[src/rtl/frontend_config_pkg.sv]
// Package of offsets, field positions, reset values and carriers for the front-end configuration bank.
`default_nettype none
package frontend_config_pkg;
    // ------------------------------------------------------------
    // Register offsets
    // ------------------------------------------------------------
    localparam logic [7:0] IO_AND_FILTER_CONFIG_OFS = 8'h0C;
    localparam logic [7:0] FIRST_GAIN_LOOP_CONTROL_OFS = 8'h0D;
    localparam logic [7:0] TIMING_LOOP_COEFFICIENTS_OFS = 8'h0E;
    localparam logic [7:0] FIRST_GAIN_LOOP_REFERENCE_OFS = 8'h0F;
    localparam logic [7:0] SECOND_GAIN_LOOP_CONTROL_OFS = 8'h10;
    // ------------------------------------------------------------
    // Reset values
    // ------------------------------------------------------------
    localparam logic [7:0] IO_AND_FILTER_CONFIG_RST = 8'hF0;
    localparam logic [7:0] FIRST_GAIN_LOOP_CONTROL_RST = 8'h81;
    localparam logic [7:0] TIMING_LOOP_COEFFICIENTS_RST = 8'h23;
    localparam logic [7:0] FIRST_GAIN_LOOP_REFERENCE_RST = 8'h54;
    localparam logic [7:0] SECOND_GAIN_LOOP_CONTROL_RST = 8'h74;
    // ------------------------------------------------------------
    // Field positions and write masks
    // ------------------------------------------------------------
    localparam int OUT_B_OD_BIT = 7;
    localparam int OUT_B_VAL_BIT = 6;
    localparam int OUT_A_OD_BIT = 5;
    localparam int OUT_A_VAL_BIT = 4;
    localparam int FILTER_LSB = 1;
    localparam int Q_INVERT_BIT = 0;
    localparam int DC_COMP_BIT = 7;
    localparam int GAIN_INVERT_BIT = 7;
    localparam int COEFF_LSB = 0;
    localparam int TMG_ALPHA_LSB = 4;
    localparam int TARGET1_LSB = 0;
    localparam int COEFF2_LSB = 5;
    localparam int TARGET2_LSB = 0;
    localparam logic [7:0] IO_CFG_WMASK = 8'hF7;
    localparam logic [7:0] GAIN1_CTL_WMASK = 8'h87;
    localparam logic [7:0] TMG_WMASK = 8'h77;
    localparam logic [7:0] GAIN1_REF_WMASK = 8'hBF;
    // ------------------------------------------------------------
    // Roll-off codes
    // ------------------------------------------------------------
    typedef enum logic [1:0] {
        ROLLOFF_35 = 2'h0,
        ROLLOFF_20 = 2'h1
    } rolloff_t;
    // ------------------------------------------------------------
    // Carriers
    // ------------------------------------------------------------
    typedef struct packed {
        logic wr;
        logic rd;
        logic [7:0] addr;
        logic [7:0] wdata;
    } reg_req_t;
    typedef struct packed {
        logic [1:0] rolloff;
        logic dc_comp_en;
        logic [2:0] first_gain_loop_coeff;
        logic [5:0] first_gain_target;
        logic [2:0] timing_alpha;
        logic [2:0] timing_beta;
        logic [2:0] second_gain_coeff;
        logic [4:0] second_gain_target;
    } frontend_cfg_t;
endpackage
`default_nettype wire

[src/rtl/pin_driver.sv]
// Output stage for one general-purpose pin with push-pull or open-drain drive.
`default_nettype none
module pin_driver (
    // Clock and reset
    input wire logic i_ref_clk,
    input wire logic i_srst,
    // Configuration
    input wire logic i_open_drain,
    input wire logic i_value,
    // Pin
    output logic o_pin_out,
    output logic o_pin_oe
);
    logic out_next;
    logic oe_next;

    // Open drain only pulls low; a high level is left to the external pull-up.
    always_comb begin
        out_next = i_value;
        oe_next = i_open_drain ? ~i_value : 1'b1;
    end

    always_ff @(posedge i_ref_clk) begin
        if (i_srst) begin
            o_pin_out <= 1'b1;
            o_pin_oe <= 1'b0;
        end else begin
            o_pin_out <= out_next;
            o_pin_oe <= oe_next;
        end
    end
endmodule
`default_nettype wire

[src/rtl/frontend_config_registers.sv]
// Front-end configuration register bank with output pins, Q negation and gain polarity.
//
// Function
// - Output B: open-drain when set, drives value
// - Output A: open-drain when set, drives value
// - Filter code selects 35 or 20 percent
// - Inversion bit negates every Q sample
// - Q negation applied after the derotator
// - Control top bit enables DC compensation
// - Polarity bit complements first gain output
// - First loop uses six-bit reference
`default_nettype none
module frontend_config_registers
    import frontend_config_pkg::*;
#(
    parameter int SAMPLE_W = 6,
    parameter int GAIN_W = 8
) (
    // Clock and reset
    input wire logic i_ref_clk,
    input wire logic i_srst,
    // Register port from the serial bus slave
    input wire reg_req_t i_req,
    output logic [7:0] o_rdata,
    output logic o_rvalid,
    // Derotated sample stream
    input wire logic i_smp_valid,
    input wire logic [SAMPLE_W-1:0] i_derot_i,
    input wire logic [SAMPLE_W-1:0] i_derot_q,
    output logic o_smp_valid,
    output logic [SAMPLE_W-1:0] o_i,
    output logic [SAMPLE_W-1:0] o_q,
    // First gain loop control value
    input wire logic [GAIN_W-1:0] i_gain_ctl,
    output logic [GAIN_W-1:0] o_gain_ctl,
    // Configuration to datapaths
    output frontend_cfg_t o_cfg,
    // General-purpose pins
    output logic o_general_output_a,
    output logic o_general_output_a_oe,
    output logic o_general_output_b,
    output logic o_general_output_b_oe
);
    // ------------------------------------------------------------
    // Elaboration checks
    // ------------------------------------------------------------
    if (SAMPLE_W < 2 || GAIN_W < 1) begin : g_bad_width
        $error("Sample or gain width too small.");
    end

    // ------------------------------------------------------------
    // Register file
    // ------------------------------------------------------------
    logic [7:0] io_and_filter_config_reg, io_and_filter_config_next;
    logic [7:0] first_gain_loop_control_reg, first_gain_loop_control_next;
    logic [7:0] timing_loop_coefficients_reg, timing_loop_coefficients_next;
    logic [7:0] first_gain_loop_reference_reg, first_gain_loop_reference_next;
    logic [7:0] second_gain_loop_control_reg, second_gain_loop_control_next;
    logic [7:0] rdata_next;
    logic rvalid_next;

    // Reserved bits are masked on write so they read zero once written, even if the host slips; reset sets reserved bit 6 of the first gain loop reference.
    always_comb begin
        io_and_filter_config_next = io_and_filter_config_reg;
        first_gain_loop_control_next = first_gain_loop_control_reg;
        timing_loop_coefficients_next = timing_loop_coefficients_reg;
        first_gain_loop_reference_next = first_gain_loop_reference_reg;
        second_gain_loop_control_next = second_gain_loop_control_reg;
        if (i_req.wr) begin
            case (i_req.addr)
                IO_AND_FILTER_CONFIG_OFS: io_and_filter_config_next = i_req.wdata & IO_CFG_WMASK;
                FIRST_GAIN_LOOP_CONTROL_OFS: first_gain_loop_control_next = i_req.wdata & GAIN1_CTL_WMASK;
                TIMING_LOOP_COEFFICIENTS_OFS: timing_loop_coefficients_next = i_req.wdata & TMG_WMASK;
                FIRST_GAIN_LOOP_REFERENCE_OFS: first_gain_loop_reference_next = i_req.wdata & GAIN1_REF_WMASK;
                SECOND_GAIN_LOOP_CONTROL_OFS: second_gain_loop_control_next = i_req.wdata;
                default: ;
            endcase
        end
        rvalid_next = i_req.rd;
        case (i_req.addr)
            IO_AND_FILTER_CONFIG_OFS: rdata_next = io_and_filter_config_reg;
            FIRST_GAIN_LOOP_CONTROL_OFS: rdata_next = first_gain_loop_control_reg;
            TIMING_LOOP_COEFFICIENTS_OFS: rdata_next = timing_loop_coefficients_reg;
            FIRST_GAIN_LOOP_REFERENCE_OFS: rdata_next = first_gain_loop_reference_reg;
            SECOND_GAIN_LOOP_CONTROL_OFS: rdata_next = second_gain_loop_control_reg;
            default: rdata_next = 8'h00;
        endcase
        if (!i_req.rd) begin
            rdata_next = 8'h00;
        end
    end

    always_ff @(posedge i_ref_clk) begin
        if (i_srst) begin
            io_and_filter_config_reg <= IO_AND_FILTER_CONFIG_RST;
            first_gain_loop_control_reg <= FIRST_GAIN_LOOP_CONTROL_RST;
            timing_loop_coefficients_reg <= TIMING_LOOP_COEFFICIENTS_RST;
            first_gain_loop_reference_reg <= FIRST_GAIN_LOOP_REFERENCE_RST;
            second_gain_loop_control_reg <= SECOND_GAIN_LOOP_CONTROL_RST;
            o_rdata <= 8'h00;
            o_rvalid <= 1'b0;
        end else begin
            io_and_filter_config_reg <= io_and_filter_config_next;
            first_gain_loop_control_reg <= first_gain_loop_control_next;
            timing_loop_coefficients_reg <= timing_loop_coefficients_next;
            first_gain_loop_reference_reg <= first_gain_loop_reference_next;
            second_gain_loop_control_reg <= second_gain_loop_control_next;
            o_rdata <= rdata_next;
            o_rvalid <= rvalid_next;
        end
    end

    // ------------------------------------------------------------
    // Configuration and datapath outputs
    // ------------------------------------------------------------
    frontend_cfg_t cfg_next;
    logic smp_valid_next;
    logic [SAMPLE_W-1:0] i_next;
    logic [SAMPLE_W-1:0] q_next;
    logic [GAIN_W-1:0] gain_next;

    always_comb begin
        cfg_next.rolloff = io_and_filter_config_reg[FILTER_LSB +: 2];
        cfg_next.dc_comp_en = first_gain_loop_control_reg[DC_COMP_BIT];
        cfg_next.first_gain_loop_coeff = first_gain_loop_control_reg[COEFF_LSB +: 3];
        cfg_next.first_gain_target = first_gain_loop_reference_reg[TARGET1_LSB +: 6];
        cfg_next.timing_alpha = timing_loop_coefficients_reg[TMG_ALPHA_LSB +: 3];
        cfg_next.timing_beta = timing_loop_coefficients_reg[COEFF_LSB +: 3];
        cfg_next.second_gain_coeff = second_gain_loop_control_reg[COEFF2_LSB +: 3];
        cfg_next.second_gain_target = second_gain_loop_control_reg[TARGET2_LSB +: 5];
        smp_valid_next = i_smp_valid;
        i_next = i_derot_i;
        // Negation sits after the derotator so the derotator never sees swapped phase.
        q_next = io_and_filter_config_reg[Q_INVERT_BIT] ? SAMPLE_W'(-i_derot_q) : i_derot_q;
        gain_next = first_gain_loop_reference_reg[GAIN_INVERT_BIT] ? ~i_gain_ctl : i_gain_ctl;
    end

    always_ff @(posedge i_ref_clk) begin
        if (i_srst) begin
            o_cfg <= '0;
            o_smp_valid <= 1'b0;
            o_i <= '0;
            o_q <= '0;
            o_gain_ctl <= '0;
        end else begin
            o_cfg <= cfg_next;
            o_smp_valid <= smp_valid_next;
            o_i <= i_next;
            o_q <= q_next;
            o_gain_ctl <= gain_next;
        end
    end

    // ------------------------------------------------------------
    // General-purpose pins
    // ------------------------------------------------------------
    pin_driver u_out_a (
        .i_ref_clk(i_ref_clk),
        .i_srst(i_srst),
        .i_open_drain(io_and_filter_config_reg[OUT_A_OD_BIT]),
        .i_value(io_and_filter_config_reg[OUT_A_VAL_BIT]),
        .o_pin_out(o_general_output_a),
        .o_pin_oe(o_general_output_a_oe)
    );

    pin_driver u_out_b (
        .i_ref_clk(i_ref_clk),
        .i_srst(i_srst),
        .i_open_drain(io_and_filter_config_reg[OUT_B_OD_BIT]),
        .i_value(io_and_filter_config_reg[OUT_B_VAL_BIT]),
        .o_pin_out(o_general_output_b),
        .o_pin_oe(o_general_output_b_oe)
    );
endmodule
`default_nettype wire

[config.mk]
export PLATFORM = sky130hd
export DESIGN_NAME = frontend_config_registers
export DESIGN_NICKNAME = d
export VERILOG_FILES = /design/src/rtl/frontend_config_pkg.sv /design/src/rtl/pin_driver.sv /design/src/rtl/frontend_config_registers.sv
export SDC_FILE = /design/constraint.sdc
export NUM_CORES = 1
export LEC_CHECK = 0
export BUFFER_PORTS_ARGS = -buffer_cell sky130_fd_sc_hd__buf_2
export CORE_MARGIN = 1.5
export CORE_UTILIZATION = 37
export CTS_CLUSTER_DIAMETER = 150
export CTS_CLUSTER_SIZE = 24
export DETAILED_ROUTE_END_ITERATION = 8
export PLACE_DENSITY = 0.65
export SYNTH_ARGS = -nofsm -noshare
export SYNTH_HDL_FRONTEND = slang
export SYNTH_SLANG_ARGS = --single-unit
[constraint.sdc]
create_clock -name i_ref_clk -period 3.2 [get_ports i_ref_clk]
set_clock_uncertainty 0.05 [all_clocks]
set_input_delay 0 -clock i_ref_clk [delete_from_list [all_inputs] [get_ports i_ref_clk]]
set_output_delay 0 -clock i_ref_clk [all_outputs]
set_load 0.05 [all_outputs]
==> out/qor.yml <==
io_pins: 101
r2r_slack_ns: 1.57
clk_pin_slew_worst_paths_ns: 0.09
syn_area_mm2: 0.00331
grtUsageTotal_pct: 17.2
crit_family: "buffers and inverters"
instances_no_fill: 568
drive_above_1_share_pct: 27.8
outcome: "finished clean"
cp-start-kind: "input pin"
drt_iter0_markers: 88
slew_headroom_pct: 35.9
path_common_cell: "dlygate4sd3_1"
hpwlAfterDp_mm: 5.20
drc_errors: 0
synth_area_per_cell_um2: 10.1
viasPerCell: 4.64
fmax_mhz: 493
grt_pass1_wl_mm: 12.8
area_growth_pct: 33.7
synthCells: 326
core_area_mm2: 0.00868
ant_nets: 0
multi_input_area_mm2: 0.00133
crit_required_ns: 3.36
regMostFlops: "o_cfg"
std_cell_rows: 34
grt_pass1_vias: 2584
ys_seq_elements: 93
critical_path.cell_chain: "dlygate4sd3_1, buf_2, or3_1, o31ai_1, xor2_1, dlygate4sd3_1, nor2_1"
clk_latency_ns: 0.36
first_pass_iters: 4
synth_seq_area_share_pct: 56.3
tns_ns: 0
cts_buffers: 9
largest_reg_flops: 26
antenna_found_initial: 0
power.leakage_nw: 1.98
r2r-start: "io_and_filter_config_reg[0]"
maxSlewViolCount: 0
r2r-end: "o_q[5]"
r2r_cells: 4
finalCritPeriodShare_pct: 63.4
cts_sinks: 93
synth_cell_type_count: 41
worst-path-max-fanout: 2
overflow: 0
cts_max_level: 3
yosysWarnings: 0
fp.dieH_um: 97.5
die_w_um: 97.5
cts_tree: "built"
min_to: "timing_loop_coefficients_reg[0]"
worstHoldStart: "i_req[17]"
start_util_pct: 38.1
cp_slowest_cell: "dlygate4sd3_1"
maxCapViolCount: 0
clock_path_buffers: 2
peakVddDrop_uv: 216
die_area_mm2: 0.00951
cts_setup_buffers: 0
grt_max_degree: 90
power_density_mw_per_mm2: 513
crit_buf_inv: 3
wirelength_mm: 7.96
end_kind: "flip-flop"
finalCriticalPeriod_ns: 2.03
dpl.cell_count: 519
worst_pin_slew_ns: 0.958
hold_violations: 0
wl_per_cell_um: 14.0
crit_arrival_ns: 2.19
n_antenna_cell: 0
hold_depth: 4
crit_type: "in2reg"
rsz0062_at_grt: "no"
portBuffers: 100
hp-class: "in2reg"
slowest_delay_ns: 0.58
vias: 2637
setup_viol: 0
seqCellArea_mm2: 0.00186
synth_fp_nets: 368
nets: 497
hold_slack_ns: 0.0725
place.gp.congestion: 0.824
fillers: 845
root_buffer: "clkbuf_8"
==> where the power goes <==
part           leakage (nW)  internal (W)  switching [W]
clock network         0.113      0.000449       0.000391
logic                  1.11     0.0000875       0.000156
registers             0.760       0.00118     0.00000527
==> cells in the final DEF (no fill, tap or decap), types with 2 or more instances in the layout <==
cell type | Yosys | routed
clkbuf_8 | 0 | 13
nor3_1 | 5 | 5
xnor2_1 | 10 | 10
o22ai_1 | 6 | 6
nor2b_1 | 35 | 35
a211o_1 | 6 | 6
xor2_1 | 2 | 2
or2_2 | 2 | 2
a22oi_1 | 9 | 9
buf_2 | 4 | 100
dlygate4sd3_1 | 0 | 33
nand2_1 | 22 | 22
mux2i_1 | 17 | 17
dfxtp_1 | 93 | 93
and2_1 | 8 | 8
mux2_2 | 4 | 4
nand3_1 | 4 | 4
inv_1 | 9 | 9
nand3b_1 | 4 | 4
nor2_1 | 42 | 42
a21oi_1 | 12 | 12
==> final cells by class <==
class	count	area share [%]
multi-input combinational	208	30.1
timing repair buffer	134	19.0
clock buffer	14	4.13
sequential	93	42.1
clock inverter	2	0.877
tap	108	3.06
inverter	9	0.764
==> worst min-delay path: cells and delay by family <==
family | cells | cell delay, ns
AOI/OAI and AO/OA | 1 | 0.11
buffers and inverters | 2 | 0.23
and+or+nand+nor | 1 | 0.10
==> repair_timing <==
action / in CTS / in global routing
gates resized for setup: 0 / 0
hold buffers: 33 / 0
hold endpoints to repair: 54 / 0
==> kinds of logic after synthesis <==
group / after synthesis / synth area share [%]
AOI/OAI and AO/OA: 39 / 7.87
and+or+nand+nor: 135 / 22.3
adders and majority gates: 1 / 0.378
buffers and inverters: 25 / 3.44
xor gates and xnor gates: 12 / 3.18
DFF: 93 / 56.3
muxes: 21 / 6.51
==> layer usage <==
metal	track usage (%)	share of wire, %	up-vias
li1	-	-	1342
met1	21.1	45	1216
met2	29.0	48	67
met3	4.17	5.5	12
met4	7.03	1.9	0
met5	0	0	-
==> how the worst max path moves through the flow <==
stage,start,end,slack (ns),depth (start not counted)
5_1_grt,i_req[13],second_gain_loop_control_reg[0],1.0,6
4_1_cts,i_req[13],second_gain_loop_control_reg[1],1.24,6
3_5_place_dp,i_req[10],second_gain_loop_control_reg[1],1.36,5
3_3_place_gp,i_req[10],second_gain_loop_control_reg[1],1.43,5
2_1_floorplan,i_req[9],first_gain_loop_reference_reg[0],1.87,5
6_report,i_derot_q[0],o_q[5],1.17,7
==> stage by stage <==
stage                     cell area, um2  worst slack [ns]  power [W]  utilization, %
after floorplan                     3310              1.87    0.00136               -
after global placement              3870              1.43    0.00142            44.6
after detailed placement            3870              1.36    0.00142            44.6
after CTS                           4420              1.24    0.00229            50.9
after global routing                4420             0.999    0.00235            50.9
final                               4420              1.17    0.00227            50.9
==> synth_stat cells, drive strengths merged <==
library cell | instances | area [um2]
dfxtp | 93 | 1860
nor2 | 42 | 158
nor2b | 35 | 219
nand2 | 22 | 82.6
mux2i | 17 | 170
a21oi | 12 | 60.1
clkbuf | 10 | 37.5
xnor2 | 10 | 87.6
a22oi | 9 | 67.6
inv | 9 | 33.8
and2 | 8 | 50.1
a211o | 6 | 52.6
buf | 6 | 42.5
nor3 | 6 | 41.3
o22ai | 6 | 37.5
mux2 | 4 | 45.0
nand3 | 4 | 20.0
nand3b | 4 | 30.0
nor4 | 2 | 27.5
or2 | 2 | 12.5
xor2 | 2 | 17.5
a21boi | 1 | 7.51
a31oi | 1 | 6.26
and2b | 1 | 8.76
and3 | 1 | 6.26
and3b | 1 | 8.76
and4b | 1 | 10.0
and4bb | 1 | 12.5
ha | 1 | 12.5
nand4 | 1 | 6.26
nand4bb | 1 | 11.3
nor4b | 1 | 15.0
o21ai | 1 | 5.00
o21bai | 1 | 7.51
o31ai | 1 | 7.51
o32ai | 1 | 8.76
or3 | 1 | 6.26
or3b | 1 | 11.3
Note: power is estimated with default switching activity, not from simulation.
